<file path="config.mk">
export PLATFORM = sky130hd
export DESIGN_NAME = sync_pulse_gen_flat
export DESIGN_NICKNAME = d
export VERILOG_FILES = /design/src/logic/sync_pulse_pkg.sv /design/src/logic/sync_pulse_if.sv /design/src/logic/sync_pulse_gen.sv /design/src/flat_wrapper.sv
export SDC_FILE = /design/constraint.sdc
export NUM_CORES = 1
export LEC_CHECK = 0
export BUFFER_PORTS_ARGS = -buffer_cell sky130_fd_sc_hd__buf_2
export CELL_PAD_IN_SITES_DETAIL_PLACEMENT = 2
export CELL_PAD_IN_SITES_GLOBAL_PLACEMENT = 2
export CORE_MARGIN = 1
export CORE_UTILIZATION = 35
export CTS_CLUSTER_DIAMETER = 200
export DETAILED_ROUTE_END_ITERATION = 16
export MAX_ROUTING_LAYER = met4
export PLACE_DENSITY_LB_ADDON = 0.1
export SETUP_SLACK_MARGIN = 0.4
export SLEW_MARGIN = 30
export SYNTH_ARGS = -nofsm -noshare
export SYNTH_HDL_FRONTEND = slang
export SYNTH_SLANG_ARGS = --single-unit
</file>
<file path="constraint.sdc">
create_clock -name clk -period 2.4 [get_ports clk]
set_clock_uncertainty 0.2 [all_clocks]
set_input_delay 0.12 -clock clk [delete_from_list [all_inputs] [get_ports clk]]
set_output_delay 0.12 -clock clk [all_outputs]
set_load 0.1 [all_outputs]
</file>
<file path="src/logic/sync_pulse_pkg.sv">
// Shared constants for the ratioed sync pulse generator and the cluster transfer end.
package sync_pulse_pkg;

  // Width of every phase counter; holds ratios up to 31 core cycles per four slow cycles.
  localparam int PHASE_W = 5;

  // Core-to-memory ratio N of N:4 that the position lookup covers.
  localparam logic [4:0] RATIO_MIN     = 5'h08;
  localparam logic [4:0] RATIO_MAX     = 5'h15;
  localparam logic [4:0] RATIO_DEFAULT = 5'h0b;

  // Slow cycles in one repeating pattern.
  localparam int SLOTS = 4;

  // Register stages from the pulse generator to the point of use.
  localparam int GEN_STAGES     = 1;
  localparam int PIPE_STAGES    = 5;
  localparam int HEADER_STAGES  = 1;
  localparam int CLUSTER_STAGES = 1;
  localparam int LEAD = GEN_STAGES + PIPE_STAGES + HEADER_STAGES + CLUSTER_STAGES;

  // Core/system pulses skip the tree: one output flop, then two flops in the reset unit.
  localparam int         SYS_LEAD         = 1;
  localparam int         RST_STAGES       = 2;
  localparam logic [4:0] SYS_ACTIVE_PHASE = 5'h02;

  // Cycles after alignment before the pattern is declared stable.
  localparam logic [5:0] STABLE_WAIT = 6'h20;

  // Bit positions of the enable vector carried down the distribution pipeline.
  localparam int EN_MEM_OUT  = 0;
  localparam int EN_MEM_IN   = 1;
  localparam int EN_DIO      = 2;
  localparam int EN_IO       = 3;
  localparam int EN_DIO_TICK = 4;
  localparam int EN_IO_TICK  = 5;
  localparam int EN_W        = 6;

  // Default integer dividers of the double-IO, IO and system clocks.
  localparam int DIO_DIV_DEFAULT = 2;
  localparam int IO_DIV_DEFAULT  = 4;
  localparam int SYS_DIV_DEFAULT = 8;

  typedef enum logic [1:0] {
    ST_WAIT_ALIGN = 2'b00,
    ST_FILL       = 2'b01,
    ST_STABLE     = 2'b11
  } stable_e;

endpackage
</file>
<file path="src/logic/sync_pulse_if.sv">
// Interface between the clock unit pulse generator and the cluster transfer end.
`timescale 1ns/10ps
interface sync_pulse_if;
  logic memOutEnable;
  logic memInEnable;
  logic headerDioEnable;
  logic headerIoEnable;
  logic dioClockTick;
  logic ioClockTick;
  logic coreToSysPulse;
  logic sysToCorePulse;
  logic syncStable;

  modport clock_unit (
    output memOutEnable,
    output memInEnable,
    output headerDioEnable,
    output headerIoEnable,
    output dioClockTick,
    output ioClockTick,
    output coreToSysPulse,
    output sysToCorePulse,
    output syncStable
  );

  modport cluster (
    input memOutEnable,
    input memInEnable,
    input headerDioEnable,
    input headerIoEnable,
    input dioClockTick,
    input ioClockTick,
    input coreToSysPulse,
    input sysToCorePulse,
    input syncStable
  );
endinterface

</file>
<file path="src/logic/sync_pulse_gen.sv">
// Clock unit end: sync pulse generation, five-stage distribution and cluster header stage.
`timescale 1ns/10ps
module sync_pulse_gen #(
  parameter int DIO_DIV     = sync_pulse_pkg::DIO_DIV_DEFAULT,
  parameter int IO_DIV      = sync_pulse_pkg::IO_DIV_DEFAULT,
  parameter int SYS_DIV     = sync_pulse_pkg::SYS_DIV_DEFAULT,
  parameter int PIPE_STAGES = sync_pulse_pkg::PIPE_STAGES
) (
  input  logic                clk,
  input  logic                rst_n,
  input  logic [4:0]          coreToMemRatio,
  input  logic                alignPoint,
  sync_pulse_if.clock_unit    link,
  output logic                ratioError
);

  localparam int         PW       = sync_pulse_pkg::PHASE_W;
  localparam logic [4:0] DIO_LAST = 5'(DIO_DIV - 1);
  localparam logic [4:0] IO_LAST  = 5'(IO_DIV - 1);
  localparam logic [4:0] SYS_LAST = 5'(SYS_DIV - 1);
  localparam logic [4:0] MEM_LEAD = 5'(sync_pulse_pkg::LEAD);
  localparam logic [4:0] DIO_INIT = 5'(sync_pulse_pkg::LEAD % DIO_DIV);
  localparam logic [4:0] IO_INIT  = 5'(sync_pulse_pkg::LEAD % IO_DIV);
  localparam logic [4:0] SYS_INIT = 5'(sync_pulse_pkg::SYS_LEAD % SYS_DIV);

  // Absolute phases of the four memory-domain transfers; both directions share them.
  function automatic logic [19:0] slot_table(input logic [4:0] n);
    case (n)
      5'h08:   slot_table = {5'h01, 5'h03, 5'h05, 5'h07};
      5'h09:   slot_table = {5'h01, 5'h03, 5'h06, 5'h08};
      5'h0a:   slot_table = {5'h01, 5'h04, 5'h06, 5'h09};
      5'h0b:   slot_table = {5'h01, 5'h04, 5'h07, 5'h0a};
      5'h0c:   slot_table = {5'h01, 5'h04, 5'h07, 5'h0a};
      5'h0d:   slot_table = {5'h02, 5'h05, 5'h08, 5'h0b};
      5'h0e:   slot_table = {5'h02, 5'h05, 5'h09, 5'h0c};
      5'h0f:   slot_table = {5'h02, 5'h06, 5'h09, 5'h0d};
      5'h10:   slot_table = {5'h02, 5'h06, 5'h0a, 5'h0e};
      5'h11:   slot_table = {5'h02, 5'h06, 5'h0b, 5'h0f};
      5'h12:   slot_table = {5'h02, 5'h07, 5'h0b, 5'h10};
      5'h13:   slot_table = {5'h02, 5'h07, 5'h0c, 5'h11};
      5'h14:   slot_table = {5'h02, 5'h07, 5'h0c, 5'h11};
      5'h15:   slot_table = {5'h03, 5'h08, 5'h0d, 5'h12};
      default: slot_table = {5'h1f, 5'h1f, 5'h1f, 5'h1f};
    endcase
  endfunction

  // One hit per slot, so one enable per slow cycle.
  function automatic logic slot_hit(input logic [4:0] n, input logic [4:0] ph);
    logic [19:0] pos;
    logic        hit;
    pos = slot_table(n);
    hit = 1'b0;
    for (int k = 0; k < sync_pulse_pkg::SLOTS; k++) begin
      hit = hit | (pos[k*PW +: PW] == ph);
    end
    slot_hit = hit;
  endfunction

  function automatic logic [4:0] step_phase(input logic [4:0] ph, input logic [4:0] last);
    step_phase = (ph == last) ? 5'h00 : ph + 5'h01;
  endfunction

  logic [4:0]                  ratioHeld;
  logic                        ratioTaken;
  sync_pulse_pkg::stable_e     state;
  sync_pulse_pkg::stable_e     next_state;
  logic [5:0]                  fillCount;
  logic [4:0]                  memGen;
  logic [4:0]                  dioGen;
  logic [4:0]                  ioGen;
  logic [4:0]                  sysGen;
  logic [sync_pulse_pkg::EN_W-1:0] genVec;
  logic [sync_pulse_pkg::EN_W-1:0] next_gen;
  logic [sync_pulse_pkg::EN_W-1:0] pipe [PIPE_STAGES];
  logic [sync_pulse_pkg::EN_W-1:0] header;
  logic                        coreToSys;
  logic                        sysToCore;
  logic                        stable;

  wire       ratioOk  = (ratioHeld >= sync_pulse_pkg::RATIO_MIN) &&
                        (ratioHeld <= sync_pulse_pkg::RATIO_MAX);
  wire       aligned  = (state != sync_pulse_pkg::ST_WAIT_ALIGN);
  wire       restart  = alignPoint && ratioOk;
  wire [4:0] memLast  = ratioHeld - 5'h01;
  // The memGen, dioGen and ioGen counters run LEAD phases ahead, so they name the phase at the point of use.
  wire [4:0] memInit  = (ratioHeld > MEM_LEAD) ? MEM_LEAD : 5'h00;
  wire       memHit   = aligned && slot_hit(ratioHeld, memGen);
  wire       fillDone = (fillCount == sync_pulse_pkg::STABLE_WAIT - 6'h01);

  // The ratio is a strap: it is taken on the first clock after reset release and then frozen.
  always_ff @(posedge clk) begin
    if (!rst_n) begin
      ratioHeld  <= sync_pulse_pkg::RATIO_DEFAULT;
      ratioTaken <= 1'b0;
    end else if (!ratioTaken) begin
      ratioHeld  <= coreToMemRatio;
      ratioTaken <= 1'b1;
    end
  end

  always_ff @(posedge clk) begin
    if (!rst_n) begin
      ratioError <= 1'b0;
    end else begin
      ratioError <= ratioTaken && !ratioOk;
    end
  end

  // Every phase counter restarts at an alignment point seen with a valid ratio, loading memInit, DIO_INIT, IO_INIT or SYS_INIT on the next cycle.
  always_ff @(posedge clk) begin
    if (!rst_n) begin
      memGen <= 5'h00;
      dioGen <= 5'h00;
      ioGen  <= 5'h00;
      sysGen <= 5'h00;
    end else if (restart) begin
      memGen <= memInit;
      dioGen <= DIO_INIT;
      ioGen  <= IO_INIT;
      sysGen <= SYS_INIT;
    end else begin
      memGen <= step_phase(memGen, memLast);
      dioGen <= step_phase(dioGen, DIO_LAST);
      ioGen  <= step_phase(ioGen, IO_LAST);
      sysGen <= step_phase(sysGen, SYS_LAST);
    end
  end

  // Enables sit in the last core cycle of each divided period; ticks mark the slow edge.
  always_comb begin
    next_gen                             = '0;
    next_gen[sync_pulse_pkg::EN_MEM_OUT] = memHit;
    next_gen[sync_pulse_pkg::EN_MEM_IN]  = memHit;
    next_gen[sync_pulse_pkg::EN_DIO]     = aligned && (dioGen == DIO_LAST);
    next_gen[sync_pulse_pkg::EN_IO]      = aligned && (ioGen == IO_LAST);
    next_gen[sync_pulse_pkg::EN_DIO_TICK] = aligned && (dioGen == 5'h00);
    next_gen[sync_pulse_pkg::EN_IO_TICK]  = aligned && (ioGen == 5'h00);
  end

  always_ff @(posedge clk) begin
    if (!rst_n) begin
      genVec <= '0;
    end else begin
      genVec <= next_gen;
    end
  end

  // Distribution pipeline on the tree taps.
  always_ff @(posedge clk) begin
    if (!rst_n) begin
      for (int i = 0; i < PIPE_STAGES; i++) begin
        pipe[i] <= '0;
      end
    end else begin
      pipe[0] <= genVec;
      for (int i = 1; i < PIPE_STAGES; i++) begin
        pipe[i] <= pipe[i-1];
      end
    end
  end

  // Header stage; the cluster adds one more flop, hence the single-cycle lead.
  always_ff @(posedge clk) begin
    if (!rst_n) begin
      header <= '0;
    end else begin
      header <= pipe[PIPE_STAGES-1];
    end
  end

  // The reset unit sits close by, so these pulses leave straight from one flop.
  always_ff @(posedge clk) begin
    if (!rst_n) begin
      coreToSys <= 1'b0;
      sysToCore <= 1'b0;
    end else begin
      coreToSys <= aligned && (sysGen == sync_pulse_pkg::SYS_ACTIVE_PHASE);
      sysToCore <= aligned && (sysGen == sync_pulse_pkg::SYS_ACTIVE_PHASE);
    end
  end

  always_comb begin
    next_state = state;
    case (state)
      sync_pulse_pkg::ST_WAIT_ALIGN: begin
        if (restart) begin
          next_state = sync_pulse_pkg::ST_FILL;
        end
      end
      sync_pulse_pkg::ST_FILL: begin
        if (fillDone) begin
          next_state = sync_pulse_pkg::ST_STABLE;
        end
      end
      sync_pulse_pkg::ST_STABLE: begin
        next_state = sync_pulse_pkg::ST_STABLE;
      end
      default: begin
        next_state = sync_pulse_pkg::ST_WAIT_ALIGN;
      end
    endcase
  end

  // Stable is held back until the whole pipeline carries correctly placed pulses.
  always_ff @(posedge clk) begin
    if (!rst_n) begin
      state     <= sync_pulse_pkg::ST_WAIT_ALIGN;
      fillCount <= 6'h00;
      stable    <= 1'b0;
    end else begin
      state     <= next_state;
      fillCount <= (state == sync_pulse_pkg::ST_FILL) ? fillCount + 6'h01 : 6'h00;
      stable    <= (next_state == sync_pulse_pkg::ST_STABLE);
    end
  end

  assign link.memOutEnable    = header[sync_pulse_pkg::EN_MEM_OUT];
  assign link.memInEnable     = header[sync_pulse_pkg::EN_MEM_IN];
  assign link.headerDioEnable = header[sync_pulse_pkg::EN_DIO];
  assign link.headerIoEnable  = header[sync_pulse_pkg::EN_IO];
  assign link.dioClockTick    = header[sync_pulse_pkg::EN_DIO_TICK];
  assign link.ioClockTick     = header[sync_pulse_pkg::EN_IO_TICK];
  assign link.coreToSysPulse  = coreToSys;
  assign link.sysToCorePulse  = sysToCore;
  assign link.syncStable      = stable;

endmodule

</file>
<file path="src/flat_wrapper.sv">
// flat-port wrapper written by rule: the top's interface ports become plain ports
module sync_pulse_gen_flat 
#(
  parameter int DIO_DIV     = sync_pulse_pkg::DIO_DIV_DEFAULT,
  parameter int IO_DIV      = sync_pulse_pkg::IO_DIV_DEFAULT,
  parameter int SYS_DIV     = sync_pulse_pkg::SYS_DIV_DEFAULT,
  parameter int PIPE_STAGES = sync_pulse_pkg::PIPE_STAGES
)
  (clk, rst_n, coreToMemRatio, alignPoint, ratioError, link_memOutEnable, link_memInEnable, link_headerDioEnable, link_headerIoEnable, link_dioClockTick, link_ioClockTick, link_coreToSysPulse, link_sysToCorePulse, link_syncStable);
  sync_pulse_if link_i ();
  input  logic clk;
  input  logic rst_n;
  input  logic [4:0] coreToMemRatio;
  input  logic alignPoint;
  output logic ratioError;
  output wire logic [$bits(link_i.memOutEnable)-1:0] link_memOutEnable;
  output wire logic [$bits(link_i.memInEnable)-1:0] link_memInEnable;
  output wire logic [$bits(link_i.headerDioEnable)-1:0] link_headerDioEnable;
  output wire logic [$bits(link_i.headerIoEnable)-1:0] link_headerIoEnable;
  output wire logic [$bits(link_i.dioClockTick)-1:0] link_dioClockTick;
  output wire logic [$bits(link_i.ioClockTick)-1:0] link_ioClockTick;
  output wire logic [$bits(link_i.coreToSysPulse)-1:0] link_coreToSysPulse;
  output wire logic [$bits(link_i.sysToCorePulse)-1:0] link_sysToCorePulse;
  output wire logic [$bits(link_i.syncStable)-1:0] link_syncStable;
  assign link_memOutEnable = link_i.memOutEnable;
  assign link_memInEnable = link_i.memInEnable;
  assign link_headerDioEnable = link_i.headerDioEnable;
  assign link_headerIoEnable = link_i.headerIoEnable;
  assign link_dioClockTick = link_i.dioClockTick;
  assign link_ioClockTick = link_i.ioClockTick;
  assign link_coreToSysPulse = link_i.coreToSysPulse;
  assign link_sysToCorePulse = link_i.sysToCorePulse;
  assign link_syncStable = link_i.syncStable;
  sync_pulse_gen #(.DIO_DIV(DIO_DIV), .IO_DIV(IO_DIV), .SYS_DIV(SYS_DIV), .PIPE_STAGES(PIPE_STAGES)) u_core (.clk(clk), .rst_n(rst_n), .coreToMemRatio(coreToMemRatio), .alignPoint(alignPoint), .link(link_i), .ratioError(ratioError));
endmodule
</file>
# Word level (Yosys, flattened, before mapping)
# Memories as Yosys holds them, arrays and structs flattened. A register that Yosys moved wholly into a read port is not among the register bits.
# Cells that the tools add are included.
# op_classes
addsub,6
order_cmp,3
n_eq_ne,13
muxes,17
n_bitwise,9
reduce_logical,19
# op_table
op,n
$mux W6,5
$eq A5 B5 Y1,5
$add A5 B1 Y5 const B,4
$mux W5,4
$eq A5 B2 Y1 const B,2
$logic_not A5 Y1,2
$logic_and A1 B1 Y1,9
$reduce_or A3 Y1,3
$or A1 B1 Y1,8
$add A6 B1 Y6 const B,1
$eq A6 B5 Y1 const B,1
$pmux W2 S3,1
$eq A5 B1 Y1 const B,1
$eq A5 B3 Y1 const B,1
$ge A5 B4 Y1 const B,1
$gt A5 B4 Y1 const B,1
$le A5 B5 Y1 const B,1
$sub A5 B1 Y5 const B,1
$eq A2 B2 Y1 const B,2
$mux W1,4
$mux W2,2
$mux W4,1
$eq A2 B1 Y1 const B,1
$logic_not A1 Y1,2
other kinds (4),4
# word_totals
reg_bits,43
ram_bits,30
rom_bits,640
input_bits,8
out_inout_bits,10
wordCells,82
mem_count,2
# mem_list
memory,words,width,read_ports,rd_clocked_by_memory_dff,write_ports,line_no,rtl
(name not given),32,20,1,1,0,sync_pulse_gen.sv:28,case (n)
u_core.pipe,5,6,5,1,5,sync_pulse_gen.sv:74,logic [sync_pulse_pkg::EN_W-1:0] pipe [PIPE_STAGES];

# Logic depth before layout (Yosys ltp)
# Gate-level depths: netlist of run 1.
# logic_depth
depth_word,6
depth_mapped,8
ltp_nobuf,7

# Worst setup path before layout of run 1
# OpenSTA, ideal clock, no wires.
# synth_timing
kind,flip-flop to flip-flop
from,register u_core.ratioTaken
to,register (tool-made name)
setup_time_ns,0.136
arrival_time_ns,1.548
required_ns,2.064
path_slack_ns,0.516
path_stages_with_launch,9
n_path_buf,1
period_less_slack_ns,1.884
path_cell_list,dfxtp_1 > buf_6 > mux2i_1 > nand2_1 > inv_1 > ha_1 > nand3b_1 > a21o_1 > o221ai_1
# synth_rtl
item,line_no,rtl
start: declaration,sync_pulse_gen.sv:64,logic ratioTaken;
start signal: assignment,sync_pulse_gen.sv:94,ratioTaken <= 1'b0;
start signal: assignment,sync_pulse_gen.sv:97,ratioTaken <= 1'b1;

==> results of run 1 <==
==> power groups by stage <==
| stage | registers [mW] | clock network, mW | logic [mW] |
|---|---|---|---|
| 4_1_cts | 1.57 | 0.998 | 0.316 |
| 5_1_grt | 1.58 | 1.07 | 0.373 |
| 6_report | 1.57 | 0.974 | 0.337 |
| 3_3_place_gp | 1.61 | 0 | 0.289 |
| 2_1_floorplan | 1.58 | 0 | 0.255 |
| 3_5_place_dp | 1.61 | 0 | 0.297 |
==> critical path: stages, from the launching register on <==
cell,delay (ps)
dfxtp_4,420
mux2i_4,260
nand2_2,130
inv_1,120
ha_2,200
nand3b_1,160
a21o_1,190
o221ai_1,120
==> placed cells by master (no fill, tap or decap), types with 11 or more instances in the layout <==
| cell type | Yosys | final |
|---|---|---|
| and2_1 | 31 | 31 |
| buf_2 | 7 | 17 |
| buf_4 | 3 | 11 |
| dfxtp_1 | 87 | 83 |
| ha_1 | 18 | 17 |
| inv_1 | 19 | 18 |
| nand2_1 | 18 | 16 |
| nand3_1 | 17 | 17 |
| nor2_1 | 21 | 21 |
| xnor2_1 | 11 | 11 |
| xor2_1 | 28 | 28 |
==> area by class of cell <==
type                       instances  area (um2)
timing repair buffer              35         239
fill                            1069        5730
inverter                          19        71.3
multi-input combinational        234        1730
clock buffer                      10         138
tap                              133         166
sequential                        87        1750
clock inverter                     6        46.3
==> cell families (layout without fill, tap and decap cells) <==
group	after synthesis	count (layout)
adder cells (fa/ha/maj)	18	18
flip-flops	87	87
multiplexers	6	6
AO/OA/AOI/OAI	42	42
XOR/XNOR	39	39
buffers and inverters	38	70
AND/OR/NAND/NOR	128	129
==> metrics by stage <==
step | total power [mW] | setup slack [ps] | hold WS [ps] | cell area, um2
2_1_floorplan | 1.83 | 516 | -52.3 | 3600
3_3_place_gp | 1.90 | 299 | 174 | 3760
3_5_place_dp | 1.91 | 190 | 190 | 3760
4_1_cts | 2.89 | 404 | 11.1 | 4040
5_1_grt | 3.03 | 377 | 80.2 | 4140
6_report | 2.89 | 468 | 81.4 | 4140
==> path summary, 6_finish.rpt <==
path,from,end,cells after the start
worst max-delay path,u_core.ratioTaken$_DFF_P_,flop,7
worst min-delay path,coreToMemRatio[2],flop,4
worst max register to register,u_core.ratioTaken$_DFF_P_,flop,7
worst min register to register,u_core.pipe[3][4]$_SDFF_PN0_,u_core.pipe[4][4]$_SDFF_PN0_,1
==> per-layer routing <==
layer / part of all wire / GRT usage / vias up / wire length (um)
li1: - / - / 1249 / -
met1: 0.47 / 0.192 / 1255 / 3700
met2: 0.49 / 0.261 / 26 / 3880
met3: 0.024 / 0.0343 / 15 / 194
met4: 0.020 / 0.0769 / 0 / 161
met5: 0 / - / - / 0
==> repair_timing <==
action	CTS	global route
hold endpoints to repair	5	0
pin swaps	2	3
hold buffers	6	0
resized for setup	5	14
buffers inserted	4	4
cloned	0	1
endpoints found under the setup margin	15	21
==> flow_summary.rst, run 1 <==
.. list-table::
   :header-rows: 1

   * - Metric
     - Value
   * - Nature of the critical path startpoint
     - flop
   * - Initial antenna violation count
     - 0
   * - Final antenna diode count
     - 0
   * - Worst-path maximum fanout
     - 6
   * - Setup repair after global routing missed its margin
     - true
   * - Type of the setup path with the least slack
     - reg2reg
   * - Result of the run
     - finished clean
   * - Total of warnings raised by yosys
     - 0
   * - Fraction of power spent switching nets
     - 0.283
   * - Flop-to-flop setup slack
     - 470 ps
   * - Synth cell types
     - 51
   * - Worst-case headroom to the max-slew limit
     - 0.636
   * - Arrival time worst endpoint
     - 1960 ps
   * - DRT Pass-1 Iters
     - 4
   * - Register area share after synthesis
     - 0.484
   * - Net count of the mapped netlist
     - 384
   * - Combinational fraction of design power
     - 0.117
   * - Cell Area, Synth
     - 3600 um2
   * - Number of sinks driven by the clock tree
     - 87
   * - Detailed-route vias per instance
     - 4.86
   * - Max H-tree Level
     - 3
   * - Cell count after synthesis
     - 358
   * - Total negative slack for setup checks
     - 0 ps
   * - Critical Path RT
     - 2430 ps
   * - Max Clock Freq
     - 518 MHz
   * - Later-pin clock latency in the skew report
     - 360 ps
   * - PortBufs
     - 17
   * - Commonest cells in the netlist
     - 87 x dfxtp_1, 31 x and2_1, 28 x xor2_1
   * - Half-perimeter wire length after detailed placement
     - 5320 um
   * - Power density of the placed cells
     - 697 nW/um2
   * - Mux contribution to synthesized area
     - 0.0184
   * - Time the worst path needs with I/O delays and setup
     - 1930 ps
   * - Number of routed nets with antenna violations
     - 0
   * - Number of design-rule violations left by the first detailed-router iteration
     - 48
   * - Placed instance count
     - 493
   * - Category of the worst setup path capture point
     - flop
   * - Post-detailed-route wirelength per cell
     - 15.1 um
   * - Compound-gate portion of the synthesized area
     - 0.0910
   * - Core Rows
     - 36
   * - Pin count of the biggest net entering global routing
     - 39
   * - Simple logic cell fraction of the synthesized area
     - 0.196
   * - Non-Filler Instances
     - 524
   * - Number of design rule violations left after detail routing
     - 0
   * - Period utilization
     - 0.805
   * - Maximum capacitance violations
     - 0
   * - Clock tree from TritonCTS
     - done
   * - EDFF count, synth
     - 0
   * - Most used DFF post-synth
     - dfxtp_1
   * - Remaining global-route overflow
     - 0
   * - Detailed Route WL
     - 7930 um
   * - All-layer global routing usage
     - 0.162
   * - Count of state elements after synthesis
     - 87
   * - Seq pwr share
     - 0.546
   * - Number of ports placed on the die boundary
     - 18
   * - GPL Wtd Cong
     - 0.742
   * - Number of buffers added by the clock tree synthesis step
     - 9
   * - Die height
     - 103 um
   * - Vias in the first global route
     - 2515
   * - Main combinational cell family by area after synthesis
     - simple AND/OR/NAND/NOR gates
   * - Actual slew at the worst max-slew pin
     - 546 ps
   * - Initial Util
     - 0.365
   * - Syn Area/Cell
     - 10.1 um2
   * - Largest cells by area after synthesis
     - dfxtp_1 48%, xor2_1 6.8%, ha_1 6.3%
   * - Fraction of registers with async set/reset
     - 0
   * - Die area
     - 10700 um2
   * - Utilization after layout
     - 0.419
   * - Library cell with the highest instance count after synthesis
     - dfxtp_1
   * - Hold crit path type
     - in2reg
   * - X dimension of the die
     - 103 um
   * - Post-synthesis adder-cell area fraction
     - 0.0625
   * - Net count reported at finish
     - 412
   * - Detailed-route via count
     - 2545
   * - XOR/XNOR Fraction of Synth Area
     - 0.0948
   * - Internal Pwr Total
     - 2.07 mW
   * - Leakage
     - 1.74 nW
   * - Ratio of cells with drive above 1 in the final layout
     - 0.182
   * - Clock Power Share
     - 0.338
   * - Layout-stage area growth over the synthesis result
     - 14.9%
   * - Clock transition time at the flip-flop clock pins of the worst setup and hold paths
     - 90 ps
   * - Highest ir drop seen on vdd
     - 0.257 mV
   * - Wire length of the first global-routing pass
     - 12400 um
   * - NetSw
     - 817 uW
   * - Final Setup Violations
     - 0
   * - CTS root buffer
     - clkbuf_8
   * - Max-slew violation total from the final report
     - 0
   * - Hold violation count in the final report
     - 0
   * - Dominant cell type by area after synthesis
     - dfxtp_1
   * - Fraction of post-synthesis cell area in the top cell type by area
     - 0.484
   * - Worst-case clock buffer depth
     - 2
   * - Placeable core area
     - 9860 um2
(Power assumes the default switching activity.)
==> inputs of run 2 (changes only) <==
==> constraint.sdc (replaced) <==
create_clock -name clk -period 1.7 [get_ports clk]
set_clock_uncertainty 0.2 [all_clocks]
set_input_delay 0.085 -clock clk [delete_from_list [all_inputs] [get_ports clk]]
set_output_delay 0.085 -clock clk [all_outputs]
set_load 0.1 [all_outputs]
==> run 2 against run 1 <==
The run now ends with negative hold slack, negative setup slack left. Final cell count rose by 6.7%. Count of clock-buffer cells in the layout fell by 1. Sequential share of layout area fell by 6.8 points. Sequential power rose by 41%. Cell area rose by 21%. Register-to-register slack got worse by 650 ps. Setup slack got worse by 650 ps. Global-route usage rose by 3.3 points. Power rose by 54%. Largest cell class is now multi-input combinational cells. Largest power group unchanged.
==> flow_summary.rst, run 2 (synthesis gave the netlist of run 1 again) <==
.. list-table::
   :header-rows: 1

   * - Metric
     - Value
   * - Hold bufs inserted after CTS
     - 2 (was 6)
   * - Result of the run
     - finished, violations left (was finished clean)
   * - Type of the setup path with the least slack
     - reg2reg (unchanged)
   * - Non-Filler Instances
     - 559 (was 524)
   * - Layout fillers
     - 983 (was 1069)
   * - Wire length of the first global-routing pass
     - 14700 um (was 12400 um)
   * - Placed instance count
     - 525 (was 493)
   * - Max Clock Freq
     - 532 MHz (was 518 MHz)
   * - Flop-to-flop setup slack
     - -180 ps (was 470 ps)
   * - Max-slew violation total from the final report
     - 0 (unchanged)
   * - Initial Util
     - 0.365 (unchanged)
   * - PortBufs
     - 17 (unchanged)
   * - Period utilization
     - 1.11 (was 0.805)
   * - Number of buffers added by the clock tree synthesis step
     - 9 (unchanged)
   * - Actual slew at the worst max-slew pin
     - 378 ps (was 546 ps)
   * - Half-perimeter wire length after detailed placement
     - 5920 um (was 5320 um)
   * - Layout-stage area growth over the synthesis result
     - 38.5% (was 14.9%)
   * - Violated checks
     - negative hold slack, negative setup slack
   * - Pin count of the biggest net entering global routing
     - 27 (was 39)
   * - Core Rows
     - 36 (unchanged)
   * - Critical Path RT
     - 1770 ps (was 2430 ps)
   * - Final Setup Violations
     - 23 (was 0)
   * - Number of sinks driven by the clock tree
     - 87 (unchanged)
   * - Placeable core area
     - 9860 um2 (unchanged)
   * - Number of routed nets with antenna violations
     - 0 (unchanged)
   * - Hold violation count in the final report
     - 3 (was 0)
   * - Arrival time worst endpoint
     - 1950 ps (was 1960 ps)
   * - Worst-case headroom to the max-slew limit
     - 0.747 (was 0.636)
   * - Detailed-route vias per instance
     - 4.84 (was 4.86)
   * - Final setup slack of the worst path
     - -179 ps (was 468 ps)
   * - Maximum capacitance violations
     - 0 (unchanged)
   * - Leakage
     - 2.02 nW (was 1.74 nW)
   * - Time the worst path needs with I/O delays and setup
     - 1880 ps (was 1930 ps)
   * - Category of the worst setup path capture point
     - flop (unchanged)
   * - Hold crit path type
     - in2reg (unchanged)
   * - Worst-path maximum fanout
     - 6 (unchanged)
   * - GPL Wtd Cong
     - 0.822 (was 0.742)
   * - Power density of the placed cells
     - 893 nW/um2 (was 697 nW/um2)
   * - Post-detailed-route wirelength per cell
     - 18.4 um (was 15.1 um)
   * - Max H-tree Level
     - 3 (unchanged)
   * - Detailed Route WL
     - 10300 um (was 7930 um)
   * - Tot Pwr
     - 4.46 mW (was 2.89 mW)
   * - Leading cell type in the layout, fill and taps excluded
     - dfxtp_1 (unchanged)
   * - Worst hold margin
     - -212 ps (was 81.4 ps)
   * - DRT Pass-1 Iters
     - 4 (unchanged)
   * - Die area
     - 10700 um2 (unchanged)
   * - Vias in the first global route
     - 2846 (was 2515)
   * - Nature of the critical path startpoint
     - flop (unchanged)
   * - Final antenna diode count
     - 0 (unchanged)
   * - Number of design-rule violations left by the first detailed-router iteration
     - 73 (was 48)
   * - Worst-case clock buffer depth
     - 2 (unchanged)
   * - Clock transition time at the flip-flop clock pins of the worst setup and hold paths
     - 100 ps (was 90 ps)
   * - Number of design rule violations left after detail routing
     - 0 (unchanged)
   * - Die height
     - 103 um (unchanged)
   * - Later-pin clock latency in the skew report
     - 380 ps (was 360 ps)
   * - CTS root buffer
     - clkbuf_8 (unchanged)
   * - Net count reported at finish
     - 447 (was 412)
   * - Highest ir drop seen on vdd
     - 0.475 mV (was 0.257 mV)
   * - Initial antenna violation count
     - 0 (unchanged)
   * - X dimension of the die
     - 103 um (unchanged)
   * - Ratio of cells with drive above 1 in the final layout
     - 0.413 (was 0.182)
   * - All-layer global routing usage
     - 0.195 (was 0.162)
   * - Setup repair after global routing missed its margin
     - true (unchanged)
   * - Detailed-route via count
     - 2707 (was 2545)
   * - Top library cells by usage in the layout, fill and taps aside
     - 74 x dfxtp_1, 35 x buf_4, 31 x and2_1 (was 83 x dfxtp_1, 31 x and2_1, 28 x xor2_1)
   * - Number of ports placed on the die boundary
     - 18 (unchanged)
   * - Worst setup slack after placement
     - -159 ps (was 190 ps)
   * - Clock tree from TritonCTS
     - done (unchanged)
   * - Remaining global-route overflow
     - 0 (unchanged)
==> run 2: changes by cell type in the layout (fill, tap and decap cells not counted), moves of 8 or more <==
cell	before	now
buf_4	11	35
buf_6	1	20
ha_1	17	9
dfxtp_1	83	74
ha_4	0	9
buf_2	17	6
==> run 2: area by class of cell <==
cell class                      instances  area (um2)  share of cell area
Multi-Input combinational cell        233        2090               0.420
Sequential cell                        87        1770               0.355
Timing Repair Buffer                   71         671               0.134
Tap cell                              133         166              0.0334
Clock buffer                            9         124              0.0248
Inverter                               19        88.8              0.0178
Clock inverter                          7        73.8              0.0148
==> run 2: what timing repair did <==
action	CTS	global route
buffers inserted	4	12
hold endpoints to repair	5	3
endpoints found under the setup margin	53	48
resized for setup	64	60
pin swaps	6	16
==> run 2: per-stage QoR <==
stage	setup TNS, ps	cell area (um2)	utilization	hold slack, ps
after floorplan	-156	3710	-	-87.3
after global placement	-246	4110	0.416	129
final	-1780	4990	0.506	-212
after detailed placement	-1230	4110	0.416	142
after global routing	-3340	4990	0.506	-233
after CTS	-706	4630	0.470	-248
==> run 2: layer usage <==
layer,global-route usage,wire [um],up-vias,part of all wire
met3,0.0464,221,11,0.021
met5,-,0,-,0
met4,0.0639,134,0,0.013
met1,0.241,4720,1346,0.46
li1,-,-,1325,-
met2,0.312,5230,25,0.51
==> run 2: final timing paths <==
| check | from | endpoint | cells past startpoint |
|---|---|---|---|
| min | coreToMemRatio[0] | u_core.ratioHeld[0]$_SDFFE_PN1N_ | 3 |
| min reg2reg | u_core.pipe[4][4]$_SDFF_PN0_ | u_core.header[4]$_SDFF_PN0_ | 1 |
| max reg2reg | u_core.ratioTaken$_DFF_P_ | flop | 7 |
| max | u_core.ratioTaken$_DFF_P_ | flop | 7 |
==> run 2: critical path, cell delays in order, from the launching register on <==
cell      delay (ps)
dfxtp_4          430
mux2i_4          280
nand2_4          120
inv_6             90
ha_4             130
nand3b_1         150
a21o_1           240
o221ai_2         120
==> run 2: report_power, final <==
part,switching (mW),internal (mW)
Sequential,0.0995,2.12
Combinational,0.382,0.355
Clock,0.912,0.583
Total,1.39,3.06
==> inputs of run 3 (changes only) <==
--- a/config.mk
+++ b/config.mk
@@ -14,6 +14,7 @@
 export DETAILED_ROUTE_END_ITERATION = 16
 export MAX_ROUTING_LAYER = met4
 export PLACE_DENSITY_LB_ADDON = 0.1
+export RECOVER_POWER = 50
 export SETUP_SLACK_MARGIN = 0.4
 export SLEW_MARGIN = 30
 export SYNTH_ARGS = -nofsm -noshare
==> run 3 against run 2 <==
The run still ends with negative hold slack, negative setup slack left. Global-route usage did not move. Via count is the same. Setup slack about the same. Maximum frequency is essentially flat. Largest power group unchanged.
==> flow_summary.rst, run 3 (synthesis gave the netlist of run 1 again) <==
.. list-table::
   :header-rows: 1

   * - Metric
     - Value
   * - Utilization after layout
     - 0.506 (unchanged)
   * - All-layer global routing usage
     - 0.195 (unchanged)
   * - Actual slew at the worst max-slew pin
     - 378 ps (unchanged)
   * - Length in cells of the worst reg-to-reg path
     - 7 (unchanged)
   * - Number of ports placed on the die boundary
     - 18 (unchanged)
   * - Number of sinks driven by the clock tree
     - 87 (unchanged)
   * - Critical Path RT
     - 1770 ps (about the same)
   * - Maximum capacitance violations
     - 0 (unchanged)
   * - Number of routed nets with antenna violations
     - 0 (unchanged)
   * - Half-perimeter wire length after detailed placement
     - 5920 um (unchanged)
   * - Area of all sequential standard cells
     - 1770 um2 (unchanged)
   * - Max H-tree Level
     - 3 (unchanged)
   * - DRT Pass-1 Iters
     - 4 (unchanged)
   * - Core Rows
     - 36 (unchanged)
   * - Total negative slack for setup checks
     - -1790 ps (was -1780 ps)
   * - Setup repair after global routing missed its margin
     - true (unchanged)
   * - Post-route design area
     - 4990 um2 (unchanged)
   * - Category of the worst setup path capture point
     - flop (unchanged)
   * - GPL Wtd Cong
     - 0.822 (unchanged)
   * - Startpoint of the worst register-to-register path
     - u_core.ratioTaken$_DFF_P_ (unchanged)
   * - Violated checks
     - negative hold slack, negative setup slack (unchanged)
   * - Hold crit path type
     - in2reg (unchanged)
   * - Detailed Route WL
     - 10300 um (about the same)
   * - CP Launch Point
     - u_core.ratioTaken$_DFF_P_ (unchanged)
   * - Clock Power Share
     - 0.336 (about the same)
   * - Final Setup Violations
     - 23 (unchanged)
   * - Number of design rule violations left after detail routing
     - 0 (unchanged)
   * - Die area
     - 10700 um2 (unchanged)
   * - Fraction of power spent switching nets
     - 0.313 (about the same)
   * - Leakage
     - 2.00 nW (was 2.02 nW)
   * - Period utilization
     - 1.11 (about the same)
   * - Hold violation count in the final report
     - 3 (unchanged)
   * - Post-detailed-route wirelength per cell
     - 18.4 um (about the same)
   * - Power density of the placed cells
     - 893 nW/um2 (about the same)
   * - Worst-case headroom to the max-slew limit
     - 0.747 (unchanged)
   * - Placeable core area
     - 9860 um2 (unchanged)
   * - Combinational fraction of design power
     - 0.165 (about the same)
   * - Later-pin clock latency in the skew report
     - 380 ps (about the same)
   * - Worst-case clock buffer depth
     - 2 (unchanged)
   * - Leading cell type in the layout, fill and taps excluded
     - dfxtp_1 (unchanged)
   * - Vias in the first global route
     - 2846 (unchanged)
   * - Seq pwr share
     - 0.499 (about the same)
   * - Nature of the critical path startpoint
     - flop (unchanged)
   * - X dimension of the die
     - 103 um (unchanged)
   * - Result of the run
     - finished, violations left (unchanged)
   * - Area occupied by multi-input gates
     - 2090 um2 (unchanged)
   * - Layout fillers
     - 983 (unchanged)
   * - Max-slew violation total from the final report
     - 0 (unchanged)
   * - Cell area after placement
     - 4110 um2 (unchanged)
   * - Flop-to-flop setup slack
     - -180 ps (about the same)
   * - Arrival time worst endpoint
     - 1950 ps (about the same)
   * - Initial Util
     - 0.365 (unchanged)
   * - Wire length of the first global-routing pass
     - 14700 um (unchanged)
   * - Clock tree from TritonCTS
     - done (unchanged)
   * - Tot Pwr
     - 4.45 mW (was 4.46 mW)
   * - Final setup slack of the worst path
     - -179 ps (about the same)
   * - Pin count of the biggest net entering global routing
     - 27 (unchanged)
   * - Initial antenna violation count
     - 0 (unchanged)
   * - Type of the setup path with the least slack
     - reg2reg (unchanged)
   * - Number of design-rule violations left by the first detailed-router iteration
     - 70 (was 73)
   * - Top library cells by usage in the layout, fill and taps aside
     - 74 x dfxtp_1, 35 x buf_4, 27 x xor2_1 (was 74 x dfxtp_1, 35 x buf_4, 31 x and2_1)
   * - Detailed-route vias per instance
     - 4.84 (unchanged)
   * - Number of buffers added by the clock tree synthesis step
     - 9 (unchanged)
   * - NetSw
     - 1.39 mW (about the same)
   * - Hold bufs inserted after CTS
     - 2 (unchanged)
   * - Final antenna diode count
     - 0 (unchanged)
   * - Worst-path maximum fanout
     - 6 (unchanged)
   * - Layout-stage area growth over the synthesis result
     - 38.5% (unchanged)
   * - Detailed-route via count
     - 2707 (unchanged)
   * - Highest ir drop seen on vdd
     - 0.474 mV (was 0.475 mV)
   * - Remaining global-route overflow
     - 0 (unchanged)
   * - Max Clock Freq
     - 532 MHz (about the same)
   * - PortBufs
     - 17 (unchanged)
   * - CTS root buffer
     - clkbuf_8 (unchanged)
   * - Internal Pwr Total
     - 3.06 mW (about the same)
   * - Net count reported at finish
     - 447 (unchanged)
   * - Ratio of cells with drive above 1 in the final layout
     - 0.413 (unchanged)
   * - Time the worst path needs with I/O delays and setup
     - 1880 ps (about the same)
   * - Worst hold margin
     - -212 ps (about the same)
   * - Clock transition time at the flip-flop clock pins of the worst setup and hold paths
     - 100 ps (about the same)
   * - Die height
     - 103 um (unchanged)
-- run 3: cell count changes in the layout (fill, tap and decap cells not counted) --
cell | before | now
and2_0 | 0 | 18
and2_1 | 31 | 13
-- run 3: repair_timing --
action | in CTS | in global routing
gates resized for setup | 64 | 60
gates cloned | 0 | 0
buffers inserted | 4 | 12
pin swaps | 6 | 16
endpoints found under the setup margin | 53 | 48
endpoints found under the hold margin | 5 | 3
-- run 3: power groups by stage --
stage,combinational [mW],clock [mW],sequential (mW)
4_1_cts,0.612,1.51,2.22
3_3_place_gp,0.506,0,2.26
2_1_floorplan,0.382,0,2.22
5_1_grt,0.793,1.64,2.24
6_report,0.737,1.49,2.22
3_5_place_dp,0.522,0,2.26
-- run 3: layer usage --
layer | track usage | vias up | routed length [um]
met1 | 0.241 | 1347 | 4710
li1 | - | 1324 | -
met4 | 0.0639 | 0 | 134
met5 | - | - | 0
met3 | 0.0464 | 11 | 221
met2 | 0.312 | 25 | 5240
-- run 3: how the worst min path moves through the flow --
stage	from	endpoint	slack [ps]	cells after the start
2_1_floorplan	rst_n	u_core.ratioTaken$_DFF_P_	-90	0
3_5_place_dp	coreToMemRatio[0]	u_core.ratioHeld[0]$_SDFFE_PN1N_	140	3
5_1_grt	coreToMemRatio[0]	u_core.ratioHeld[0]$_SDFFE_PN1N_	-230	3
3_3_place_gp	coreToMemRatio[0]	u_core.ratioHeld[0]$_SDFFE_PN1N_	130	3
6_report	coreToMemRatio[0]	u_core.ratioHeld[0]$_SDFFE_PN1N_	-210	3
4_1_cts	coreToMemRatio[0]	u_core.ratioHeld[0]$_SDFFE_PN1N_	-250	3
-- run 3: area by class of cell --
cell class,count,area share
clock inverters,7,0.0148
multi-input cells,233,0.420
well taps,133,0.0334
clock buffers,9,0.0248
repair buffers,71,0.134
inverters,19,0.0178
flip-flops and latches,87,0.355
-- run 3: worst max-delay path: stages, from the launching register on --
cell      delay, ps
dfxtp_4         430
mux2i_4         280
nand2_4         120
inv_6            90
ha_4            130
nand3b_1        150
a21o_1          240
o221ai_2        120
-- run 3: metrics by stage --
step / cells / setup WS, ps
final: 559 / -179
after global routing: 559 / -259
after CTS: 547 / -81.3
after detailed placement: 525 / -159
after global placement: 525 / -58.6
after floorplan: 358 / -44.6
